**src/hw/sioc_pkg.sv**
```systemverilog
package sioc_pkg;
  // Area code that addresses this channel
  localparam logic [4:0] AREA_CODE = 5'h12;
  // Command function codes on the link
  localparam logic [1:0] FN_HALT = 2'h1;
  localparam logic [1:0] FN_SENSE = 2'h2;
  localparam logic [1:0] FN_START = 2'h3;
  // Descriptor layout and command codes
  localparam int DESC_WORDS = 3;
  localparam logic [1:0] DW_COUNT = 2'h0;
  localparam logic [1:0] DW_CMD = 2'h1;
  localparam logic [1:0] CMD_WRITE = 2'h1;
  localparam logic [1:0] CMD_READ = 2'h2;
  // Channel-end plus device-end unit status
  localparam logic [7:0] UST_CE_DE = 8'h0c;
  // Status word 0 bit positions
  localparam int S0_USP = 0;
  localparam int S0_CEDE = 1;
  localparam int S0_CHK = 2;
  localparam int S0_POLL = 3;
  localparam int S0_BUSY = 4;
  // Controller register offsets
  localparam logic [11:0] R_CMD = 12'h000;
  localparam logic [11:0] R_ADDR = 12'h004;
  localparam logic [11:0] R_STAT = 12'h008;
  localparam logic [11:0] R_IRQ = 12'h00c;
  localparam logic [11:0] R_MASK = 12'h010;
  localparam logic [11:0] MEM_BASE = 12'h400;
  localparam int MEM_WORDS = 256;
  // Command register fields
  localparam int CF_FUNC_LO = 16;
  // Interrupt status bits
  localparam int IRQ_DONE = 0;
  localparam int IRQ_USP = 1;
endpackage : sioc_pkg

```
**src/hw/sioc_link_if.sv**
```systemverilog
`timescale 1ns/100ps
`default_nettype none
interface sioc_link_if;
  // Command from processor, held until cmd_done
  logic cmd_valid;
  logic [4:0] cmd_area;
  logic [1:0] cmd_func;
  logic [8:15] cmd_mod;
  logic [15:0] cmd_addr;
  logic cmd_done;
  logic [15:0] cmd_rdata;
  // Cycle-steal core access, held until cs_ack
  logic cs_req;
  logic cs_write;
  logic [15:0] cs_addr;
  logic [15:0] cs_wdata;
  logic cs_ack;
  logic [15:0] cs_rdata;
  // Unit status pending event
  logic usp_pulse;

  modport chan(
    input cmd_valid, cmd_area, cmd_func, cmd_mod, cmd_addr, cs_ack, cs_rdata,
    output cmd_done, cmd_rdata, cs_req, cs_write, cs_addr, cs_wdata, usp_pulse
  );
  modport proc(
    output cmd_valid, cmd_area, cmd_func, cmd_mod, cmd_addr, cs_ack, cs_rdata,
    input cmd_done, cmd_rdata, cs_req, cs_write, cs_addr, cs_wdata, usp_pulse
  );
endinterface : sioc_link_if
`default_nettype wire

```
**src/hw/sioc_channel.sv**
```systemverilog
// The register offsets and the AHB-Lite interface to the registers were decided locally.
`timescale 1ns/100ps
`default_nettype none
module sioc_channel
  import sioc_pkg::*;
(
  // Clock and reset
  input wire logic hclk,
  input wire logic hresetn,
  // Processor and data channel
  sioc_link_if.chan link,
  // Control unit selection and control
  output logic [3:0] cu_unit,
  output logic [3:0] cu_device,
  output logic [7:0] cu_command,
  output logic cu_start,
  output logic cu_halt,
  output logic cu_disconnect,
  // Control unit service requests
  input wire logic cu_service_req,
  input wire logic [15:0] cu_addr_status,
  output logic cu_service_ack,
  // Control unit data
  output logic [15:0] cu_wdata,
  output logic cu_wvalid,
  input wire logic cu_wready,
  input wire logic [15:0] cu_rdata,
  input wire logic cu_rvalid,
  output logic cu_rready,
  // Console
  input wire logic console_reset
);
  typedef enum logic [2:0] {
    ST_IDLE, ST_FETCH, ST_CU_START, ST_XFER_MEM, ST_XFER_DEV, ST_END
  } sioc_state_type;

  sioc_state_type state;
  logic [1:0] fetch_idx;
  logic [15:0] channel_address_register;
  logic [15:0] byte_count;
  logic [15:0] unit_status;
  logic poll_allowed;
  logic usp;
  logic cede;
  logic chk;
  logic end_event;
  logic svc_meta;
  logic svc_sync;
  logic con_meta;
  logic con_sync;
  logic accept;
  logic is_halt;
  logic is_sense;
  logic start_ok;
  logic svc_take;
  logic bad_cmd;
  logic is_write;
  logic is_read;
  logic [15:0] sense_word;

  function automatic logic [15:0] next_count(input logic [15:0] c);
    next_count = (c <= 16'h0002) ? 16'h0000 : c - 16'h0002;
  endfunction : next_count

  assign accept = link.cmd_valid && !link.cmd_done && link.cmd_area == AREA_CODE;
  assign is_halt = accept && link.cmd_func == FN_HALT;
  assign is_sense = accept && link.cmd_func == FN_SENSE;
  assign start_ok = accept && link.cmd_func == FN_START && state == ST_IDLE;
  // Requests wait unanswered while polling is off
  assign svc_take = poll_allowed && svc_sync && !cu_service_ack && state == ST_IDLE
                    && !accept;
  assign is_write = cu_command[1:0] == CMD_WRITE;
  assign is_read = cu_command[1:0] == CMD_READ;
  assign bad_cmd = state == ST_CU_START && !is_write && !is_read;

  always_comb begin
    sense_word = 16'h0000;
    case (link.cmd_mod[13:14])
      2'h0: begin
        sense_word[S0_USP] = usp;
        sense_word[S0_CEDE] = cede;
        sense_word[S0_CHK] = chk;
        sense_word[S0_POLL] = poll_allowed;
        sense_word[S0_BUSY] = state != ST_IDLE;
      end
      2'h1: sense_word = byte_count;
      2'h2: sense_word = unit_status;
      default: sense_word = channel_address_register;
    endcase
  end

  // Service request and console reset come from off-chip
  always_ff @(posedge hclk or negedge hresetn) begin
    if (!hresetn) begin
      svc_meta <= 1'b0;
      svc_sync <= 1'b0;
      con_meta <= 1'b0;
      con_sync <= 1'b0;
    end else begin
      svc_meta <= cu_service_req;
      svc_sync <= svc_meta;
      con_meta <= console_reset;
      con_sync <= con_meta;
    end
  end

  always_ff @(posedge hclk or negedge hresetn) begin
    if (!hresetn) begin
      link.cmd_done <= 1'b0;
      link.cmd_rdata <= 16'h0000;
    end else begin
      link.cmd_done <= accept;
      if (is_sense) begin
        link.cmd_rdata <= sense_word;
      end
    end
  end

  always_ff @(posedge hclk or negedge hresetn) begin
    if (!hresetn) begin
      poll_allowed <= 1'b1;
    end else if (con_sync || is_halt) begin
      poll_allowed <= 1'b1;
    end else if (is_sense) begin
      poll_allowed <= !link.cmd_mod[12];
    end else if (start_ok || svc_take) begin
      poll_allowed <= 1'b0;
    end
  end

  // Indicators: a new event outranks a clear in the same cycle
  always_ff @(posedge hclk or negedge hresetn) begin
    if (!hresetn) begin
      usp <= 1'b0;
      cede <= 1'b0;
      chk <= 1'b0;
      unit_status <= 16'h0000;
      link.usp_pulse <= 1'b0;
      cu_service_ack <= 1'b0;
    end else begin
      link.usp_pulse <= svc_take || end_event;
      cu_service_ack <= svc_take;
      if (svc_take) begin
        unit_status <= cu_addr_status;
      end else if (end_event) begin
        unit_status <= {cu_unit, cu_device, UST_CE_DE};
      end
      if (svc_take || end_event) begin
        usp <= 1'b1;
      end else if (is_sense && link.cmd_mod[15]) begin
        usp <= 1'b0;
      end
      if (end_event) begin
        cede <= 1'b1;
      end else if (is_sense && link.cmd_mod[15]) begin
        cede <= 1'b0;
      end
      if (bad_cmd) begin
        chk <= 1'b1;
      end else if (is_sense && link.cmd_mod[15]) begin
        chk <= 1'b0;
      end
    end
  end

  always_ff @(posedge hclk or negedge hresetn) begin
    if (!hresetn) begin
      state <= ST_IDLE;
      fetch_idx <= 2'h0;
      channel_address_register <= 16'h0000;
      byte_count <= 16'h0000;
      cu_unit <= 4'h0;
      cu_device <= 4'h0;
      cu_command <= 8'h00;
      cu_start <= 1'b0;
      cu_halt <= 1'b0;
      cu_disconnect <= 1'b0;
      cu_wdata <= 16'h0000;
      cu_wvalid <= 1'b0;
      cu_rready <= 1'b0;
      end_event <= 1'b0;
      link.cs_req <= 1'b0;
      link.cs_write <= 1'b0;
      link.cs_addr <= 16'h0000;
      link.cs_wdata <= 16'h0000;
    end else begin
      cu_start <= 1'b0;
      cu_halt <= 1'b0;
      cu_disconnect <= 1'b0;
      end_event <= 1'b0;
      if (link.cs_ack) begin
        link.cs_req <= 1'b0;
      end
      if (is_halt) begin
        // A steal already asked for is left to end on its own ack
        cu_wvalid <= 1'b0;
        cu_rready <= 1'b0;
        state <= ST_END;
        if (state == ST_IDLE) begin
          cu_unit <= link.cmd_mod[8:11];
          cu_device <= link.cmd_mod[12:15];
          cu_halt <= 1'b1;
        end else begin
          cu_disconnect <= 1'b1;
        end
      end else begin
        case (state)
          ST_IDLE: begin
            if (start_ok) begin
              cu_unit <= link.cmd_mod[8:11];
              cu_device <= link.cmd_mod[12:15];
              channel_address_register <= link.cmd_addr;
              fetch_idx <= 2'h0;
              link.cs_req <= 1'b1;
              link.cs_write <= 1'b0;
              link.cs_addr <= link.cmd_addr;
              state <= ST_FETCH;
            end
          end
          ST_FETCH: begin
            if (link.cs_ack) begin
              case (fetch_idx)
                DW_COUNT: byte_count <= link.cs_rdata;
                DW_CMD: cu_command <= link.cs_rdata[7:0];
                default: channel_address_register <= link.cs_rdata;
              endcase
              if (fetch_idx == 2'(DESC_WORDS - 1)) begin
                state <= ST_CU_START;
              end else begin
                fetch_idx <= fetch_idx + 2'h1;
                link.cs_req <= 1'b1;
                link.cs_addr <= link.cs_addr + 16'h0001;
              end
            end
          end
          ST_CU_START: begin
            if (bad_cmd || byte_count == 16'h0000) begin
              state <= ST_END;
            end else begin
              cu_start <= 1'b1;
              if (is_write) begin
                link.cs_req <= 1'b1;
                link.cs_write <= 1'b0;
                link.cs_addr <= channel_address_register;
                state <= ST_XFER_MEM;
              end else begin
                cu_rready <= 1'b1;
                state <= ST_XFER_DEV;
              end
            end
          end
          ST_XFER_MEM: begin
            if (link.cs_ack) begin
              if (is_write) begin
                cu_wdata <= link.cs_rdata;
                cu_wvalid <= 1'b1;
                state <= ST_XFER_DEV;
              end else begin
                channel_address_register <= channel_address_register + 16'h0001;
                byte_count <= next_count(byte_count);
                if (byte_count <= 16'h0002) begin
                  state <= ST_END;
                end else begin
                  cu_rready <= 1'b1;
                  state <= ST_XFER_DEV;
                end
              end
            end
          end
          ST_XFER_DEV: begin
            if (cu_wvalid && cu_wready) begin
              cu_wvalid <= 1'b0;
              channel_address_register <= channel_address_register + 16'h0001;
              byte_count <= next_count(byte_count);
              if (byte_count <= 16'h0002) begin
                state <= ST_END;
              end else begin
                link.cs_req <= 1'b1;
                link.cs_addr <= channel_address_register + 16'h0001;
                state <= ST_XFER_MEM;
              end
            end else if (cu_rready && cu_rvalid) begin
              cu_rready <= 1'b0;
              link.cs_req <= 1'b1;
              link.cs_write <= 1'b1;
              link.cs_addr <= channel_address_register;
              // Odd count: unused right byte is stored as zero
              link.cs_wdata <= (byte_count == 16'h0001) ? {cu_rdata[15:8], 8'h00} : cu_rdata;
              state <= ST_XFER_MEM;
            end
          end
          ST_END: begin
            end_event <= 1'b1;
            link.cs_write <= 1'b0;
            state <= ST_IDLE;
          end
          default: state <= ST_IDLE;
        endcase
      end
    end
  end
endmodule : sioc_channel
`default_nettype wire

```
**src/flat_wrapper.sv**
```systemverilog
// flat-port wrapper written by rule: the top's interface ports become plain ports
module sioc_channel_flat import sioc_pkg::*;
  (hclk, hresetn, cu_unit, cu_device, cu_command, cu_start, cu_halt, cu_disconnect, cu_service_req, cu_addr_status, cu_service_ack, cu_wdata, cu_wvalid, cu_wready, cu_rdata, cu_rvalid, cu_rready, console_reset, link_cmd_valid, link_cmd_area, link_cmd_func, link_cmd_mod, link_cmd_addr, link_cs_ack, link_cs_rdata, link_cmd_done, link_cmd_rdata, link_cs_req, link_cs_write, link_cs_addr, link_cs_wdata, link_usp_pulse);
  sioc_link_if link_i ();
  input wire logic hclk;
  input wire logic hresetn;
  output logic [3:0] cu_unit;
  output logic [3:0] cu_device;
  output logic [7:0] cu_command;
  output logic cu_start;
  output logic cu_halt;
  output logic cu_disconnect;
  input wire logic cu_service_req;
  input wire logic [15:0] cu_addr_status;
  output logic cu_service_ack;
  output logic [15:0] cu_wdata;
  output logic cu_wvalid;
  input wire logic cu_wready;
  input wire logic [15:0] cu_rdata;
  input wire logic cu_rvalid;
  output logic cu_rready;
  input wire logic console_reset;
  input wire logic [$bits(link_i.cmd_valid)-1:0] link_cmd_valid;
  input wire logic [$bits(link_i.cmd_area)-1:0] link_cmd_area;
  input wire logic [$bits(link_i.cmd_func)-1:0] link_cmd_func;
  input wire logic [$bits(link_i.cmd_mod)-1:0] link_cmd_mod;
  input wire logic [$bits(link_i.cmd_addr)-1:0] link_cmd_addr;
  input wire logic [$bits(link_i.cs_ack)-1:0] link_cs_ack;
  input wire logic [$bits(link_i.cs_rdata)-1:0] link_cs_rdata;
  output wire logic [$bits(link_i.cmd_done)-1:0] link_cmd_done;
  output wire logic [$bits(link_i.cmd_rdata)-1:0] link_cmd_rdata;
  output wire logic [$bits(link_i.cs_req)-1:0] link_cs_req;
  output wire logic [$bits(link_i.cs_write)-1:0] link_cs_write;
  output wire logic [$bits(link_i.cs_addr)-1:0] link_cs_addr;
  output wire logic [$bits(link_i.cs_wdata)-1:0] link_cs_wdata;
  output wire logic [$bits(link_i.usp_pulse)-1:0] link_usp_pulse;
  assign link_i.cmd_valid = link_cmd_valid;
  assign link_i.cmd_area = link_cmd_area;
  assign link_i.cmd_func = link_cmd_func;
  assign link_i.cmd_mod = link_cmd_mod;
  assign link_i.cmd_addr = link_cmd_addr;
  assign link_i.cs_ack = link_cs_ack;
  assign link_i.cs_rdata = link_cs_rdata;
  assign link_cmd_done = link_i.cmd_done;
  assign link_cmd_rdata = link_i.cmd_rdata;
  assign link_cs_req = link_i.cs_req;
  assign link_cs_write = link_i.cs_write;
  assign link_cs_addr = link_i.cs_addr;
  assign link_cs_wdata = link_i.cs_wdata;
  assign link_usp_pulse = link_i.usp_pulse;
  sioc_channel u_core (.hclk(hclk), .hresetn(hresetn), .link(link_i), .cu_unit(cu_unit), .cu_device(cu_device), .cu_command(cu_command), .cu_start(cu_start), .cu_halt(cu_halt), .cu_disconnect(cu_disconnect), .cu_service_req(cu_service_req), .cu_addr_status(cu_addr_status), .cu_service_ack(cu_service_ack), .cu_wdata(cu_wdata), .cu_wvalid(cu_wvalid), .cu_wready(cu_wready), .cu_rdata(cu_rdata), .cu_rvalid(cu_rvalid), .cu_rready(cu_rready), .console_reset(console_reset));
endmodule
```
**config.mk**
```make
export PLATFORM = sky130hd
export DESIGN_NAME = sioc_channel_flat
export DESIGN_NICKNAME = d
export VERILOG_FILES = /design/src/hw/sioc_pkg.sv /design/src/hw/sioc_link_if.sv /design/src/hw/sioc_channel.sv /design/src/flat_wrapper.sv
export SDC_FILE = /design/constraint.sdc
export NUM_CORES = 1
export LEC_CHECK = 0
export ABC_CLOCK_PERIOD_IN_PS = 6900
export CORE_MARGIN = 1.5
export CORE_UTILIZATION = 65
export DETAILED_ROUTE_END_ITERATION = 10
export DONT_BUFFER_PORTS = 1
export PLACE_DENSITY = 0.81
export SYNTH_ARGS = -nofsm -noshare
export SYNTH_HDL_FRONTEND = slang
export SYNTH_SLANG_ARGS = --single-unit
```
**constraint.sdc**
```tcl
create_clock -name hclk -period 6.9 [get_ports hclk]
set_input_delay 1.035 -clock hclk [delete_from_list [all_inputs] [get_ports hclk]]
set_output_delay 1.035 -clock hclk [all_outputs]
set_load 0.005 [all_outputs]
```
==> flow_metrics.tcl <==
set metrics [dict create \
    ff_latch_area_um2 3800 \
    crit_fanout 37 \
    rsz0062_at_grt "false" \
    finalCritPeriodShare 0.479 \
    synth_nets 964 \
    post_cts_buffers 0 \
    diodes 0 \
    drtPass1Iterations 8 \
    cts_tree "built" \
    ioPinCount 177 \
    dr_total_vias 7443 \
    setup_viol 0 \
    synth_edf_count 0 \
    synth_seq_cells 152 \
    peakVddDrop_mv 0.321 \
    fin_crit_ns 3.30 \
    placed_cell_area_um2 8400 \
    multi_input_area_um2 4250 \
    coreArea_um2 12600 \
    die_y_um 116 \
    final_nets 936 \
    drv_cap 0 \
    hold_buffers 0 \
    drt-total-wl_um 24700 \
    wl_per_cell_um 24.1 \
    critical_path_required_ns 7.27 \
    worstMarginPinSlew_ns 1.02 \
    grt_pass1_vias 6942 \
    cts.clk_slew.worst_paths_ns 0.06 \
    final.fill_count 959 \
    grt_max_degree 153 \
    p_leak_nw 3.80 \
    worstSetupStartpointType "register" \
    status "finished, final reports clean" \
    grt.total_usage 0.367 \
    critPathBufInv 1 \
    via_per_inst 7.25 \
    remaining_drc_errors 0 \
    synth_cells 871 \
    netlist_area_um2 8360 \
    synth_top_area_frac 0.452 \
    syn_avg_cell_area_um2 9.60 \
    skew_ns 0.0165 \
    async_reset_ff_frac 1.00 \
    ys_seq_area_frac 0.455 \
    root_buffer "clkbuf_16" \
    htree_levels 4 \
    hold_viol 0 \
    clock_sinks 152 \
    worstPathArrival_ns 3.67 \
    critPathMaxStageDelay_ns 0.81 \
    timing.fmax_ghz 0.303 \
    post_synth_num_cell_types 69 \
    critPathTopFamily "simple AND/OR/NAND/NOR gates" \
    clk_path_buf_depth 2 \
    fin_area_um2 9010 \
    drt-initial-drc-count 1055 \
    slew_violations 0 \
    area_growth_pct 7.83 \
    yosys-top-cells-area "dfrtp_1 45%, mux2_2 7.3%, o21ai_0 6.6%" \
    critPathCaptureType "register" \
    clock_latency_ns 0.44 \
    io_buffer_count 0 \
    crit_chain "buf_4, nor3b_1, nand3_1, a31oi_1, a22o_1" \
    cts_buffers 17 \
    worst_slew_margin_rel 0.319 \
    path_class "reg2reg" \
    die-area_um2 13600 \
    dp_hpwl_um 17000 \
    final_layout_size_suffix_gt1_frac 0.152 \
    post_cts_resized 0 \
    yosysTopAreaCell "dfrtp_1" \
    hold_class "in2async" \
    grt_pass1_wl_um 37300 \
    synth_ff_type "dfrtp_1" \
    die_w_um 116 \
    fin_tns_setup_ns 0 \
    rows 41 \
    gp_congestion 0.907 \
    p_per_area_nw_per_um2 485 \
    slowest_stage "a31oi_1" \
    start_util 0.665 \
    drtAntennaViolNets 0 \
    antenna_found_initial 0 \
    yosys_warnings 0 \
    grt_overflow 0 \
]
==> cell usage in the layout, fill, tap and decap left out, types with 8 or more instances in the layout <==
cell | netlist | routed
dfrtp_1 | 151 | 151
o21ai_0 | 111 | 110
nand2_1 | 83 | 83
nor2_1 | 63 | 63
mux2_2 | 54 | 54
a21oi_1 | 53 | 52
nor3_1 | 21 | 21
a22oi_1 | 19 | 19
nand3_1 | 17 | 17
clkbuf_16 | 0 | 17
inv_1 | 16 | 16
a22o_1 | 15 | 15
nand2b_1 | 14 | 14
nor4_1 | 15 | 14
o21ai_2 | 10 | 10
buf_4 | 0 | 10
o31ai_1 | 9 | 9
a32oi_1 | 9 | 9
and3_1 | 8 | 8
nor2b_1 | 8 | 8
a221oi_1 | 8 | 8
o22ai_1 | 8 | 8
mux2i_1 | 8 | 8
==> layer usage <==
layer  up-vias  GRT usage  part of all wire  wire [um]
li1       3179          -                 -          -
met1      3666      0.487              0.39       9550
met2       502      0.573              0.47      11600
met3        96      0.108              0.11       2690
met4         0      0.145             0.035        859
met5         -          0                 0          0
==> through the flow <==
| stage | util | total power [mW] | std cells | hold WS (ns) | setup WS (ns) |
|---|---|---|---|---|---|
| 4_1_cts | 0.717 | 4.32 | 1027 | 0.291 | 3.61 |
| 2_1_floorplan | - | 2.87 | 871 | 0.331 | 4.07 |
| 3_3_place_gp | 0.668 | 3.26 | 996 | 0.334 | 3.58 |
| 6_report | 0.717 | 4.37 | 1027 | 0.296 | 3.60 |
| 5_1_grt | 0.717 | 4.61 | 1027 | 0.280 | 3.29 |
| 3_5_place_dp | 0.668 | 3.34 | 996 | 0.337 | 3.40 |
==> sequential cells by signal (all words and copies together) (netlist names), 2 cells and up <==
name	cells
u_core.byte_count	16
u_core.channel_address_register	16
u_core.cu_wdata	16
u_core.link.cmd_rdata	16
u_core.link.cs_addr	16
u_core.link.cs_wdata	16
u_core.unit_status	16
u_core.cu_command	8
u_core.cu_device	4
u_core.cu_unit	4
u_core.state	3
u_core.fetch_idx	2
==> Yosys cell counts (9+ instances only) <==
cell / n
nand2b_1: 14
a32oi_1: 9
a22o_1: 15
clkbuf_1: 47
o21ai_2: 10
inv_1: 16
a21oi_1: 53
o21ai_0: 111
nor3_1: 21
mux2_2: 54
o31ai_1: 9
nor2_1: 63
nand2_1: 83
nor4_1: 15
dfrtp_1: 151
nand3_1: 17
a22oi_1: 19
==> area by class of cell <==
type                    instances  share of cell area
multi-input cells             646               0.471
flip-flops and latches        152               0.422
well taps                     172              0.0239
clock buffers                  19              0.0491
clock inverters                12              0.0187
inverters                      16             0.00666
repair buffers                 10             0.00833
==> power by group <==
group | switching, mW | internal [mW] | total, mW
Sequential | 0.426 | 1.22 | 1.65
Clock | 0.392 | 0.584 | 0.976
Combinational | 1.04 | 0.709 | 1.75
==> cells by family (layout without fill, tap and decap cells) <==
family / after synthesis / in the layout / share of synthesized area
AOI/OAI and AO/OA: 293 / 293 / 0.226
buffers and inverters: 73 / 57 / 0.0380
DFF: 152 / 152 / 0.455
muxes: 73 / 73 / 0.107
and+or+nand+nor: 263 / 263 / 0.153
adders and majority gates: 7 / 7 / 0.0102
xor gates and xnor gates: 10 / 10 / 0.0105
==> path summary, 6_finish.rpt <==
kind                       slack, ns  depth (start not counted)       startpoint                                 end
setup reg to reg                3.60                          5  u_core.state[2]             u_core.link.cs_wdata[6]
max in group asynchronous       6.30                          0          hresetn                 u_core.poll_allowed
hold reg to reg                 0.35                          0  u_core.con_meta                     u_core.con_sync
min in group hclk               0.35                          0  u_core.con_meta                     u_core.con_sync
setup / recovery                3.60                          5  u_core.state[2]             u_core.link.cs_wdata[6]
hold / removal                  0.30                          0          hresetn  u_core.channel_address_register[7]
Power figures use the tool's default switching activity.
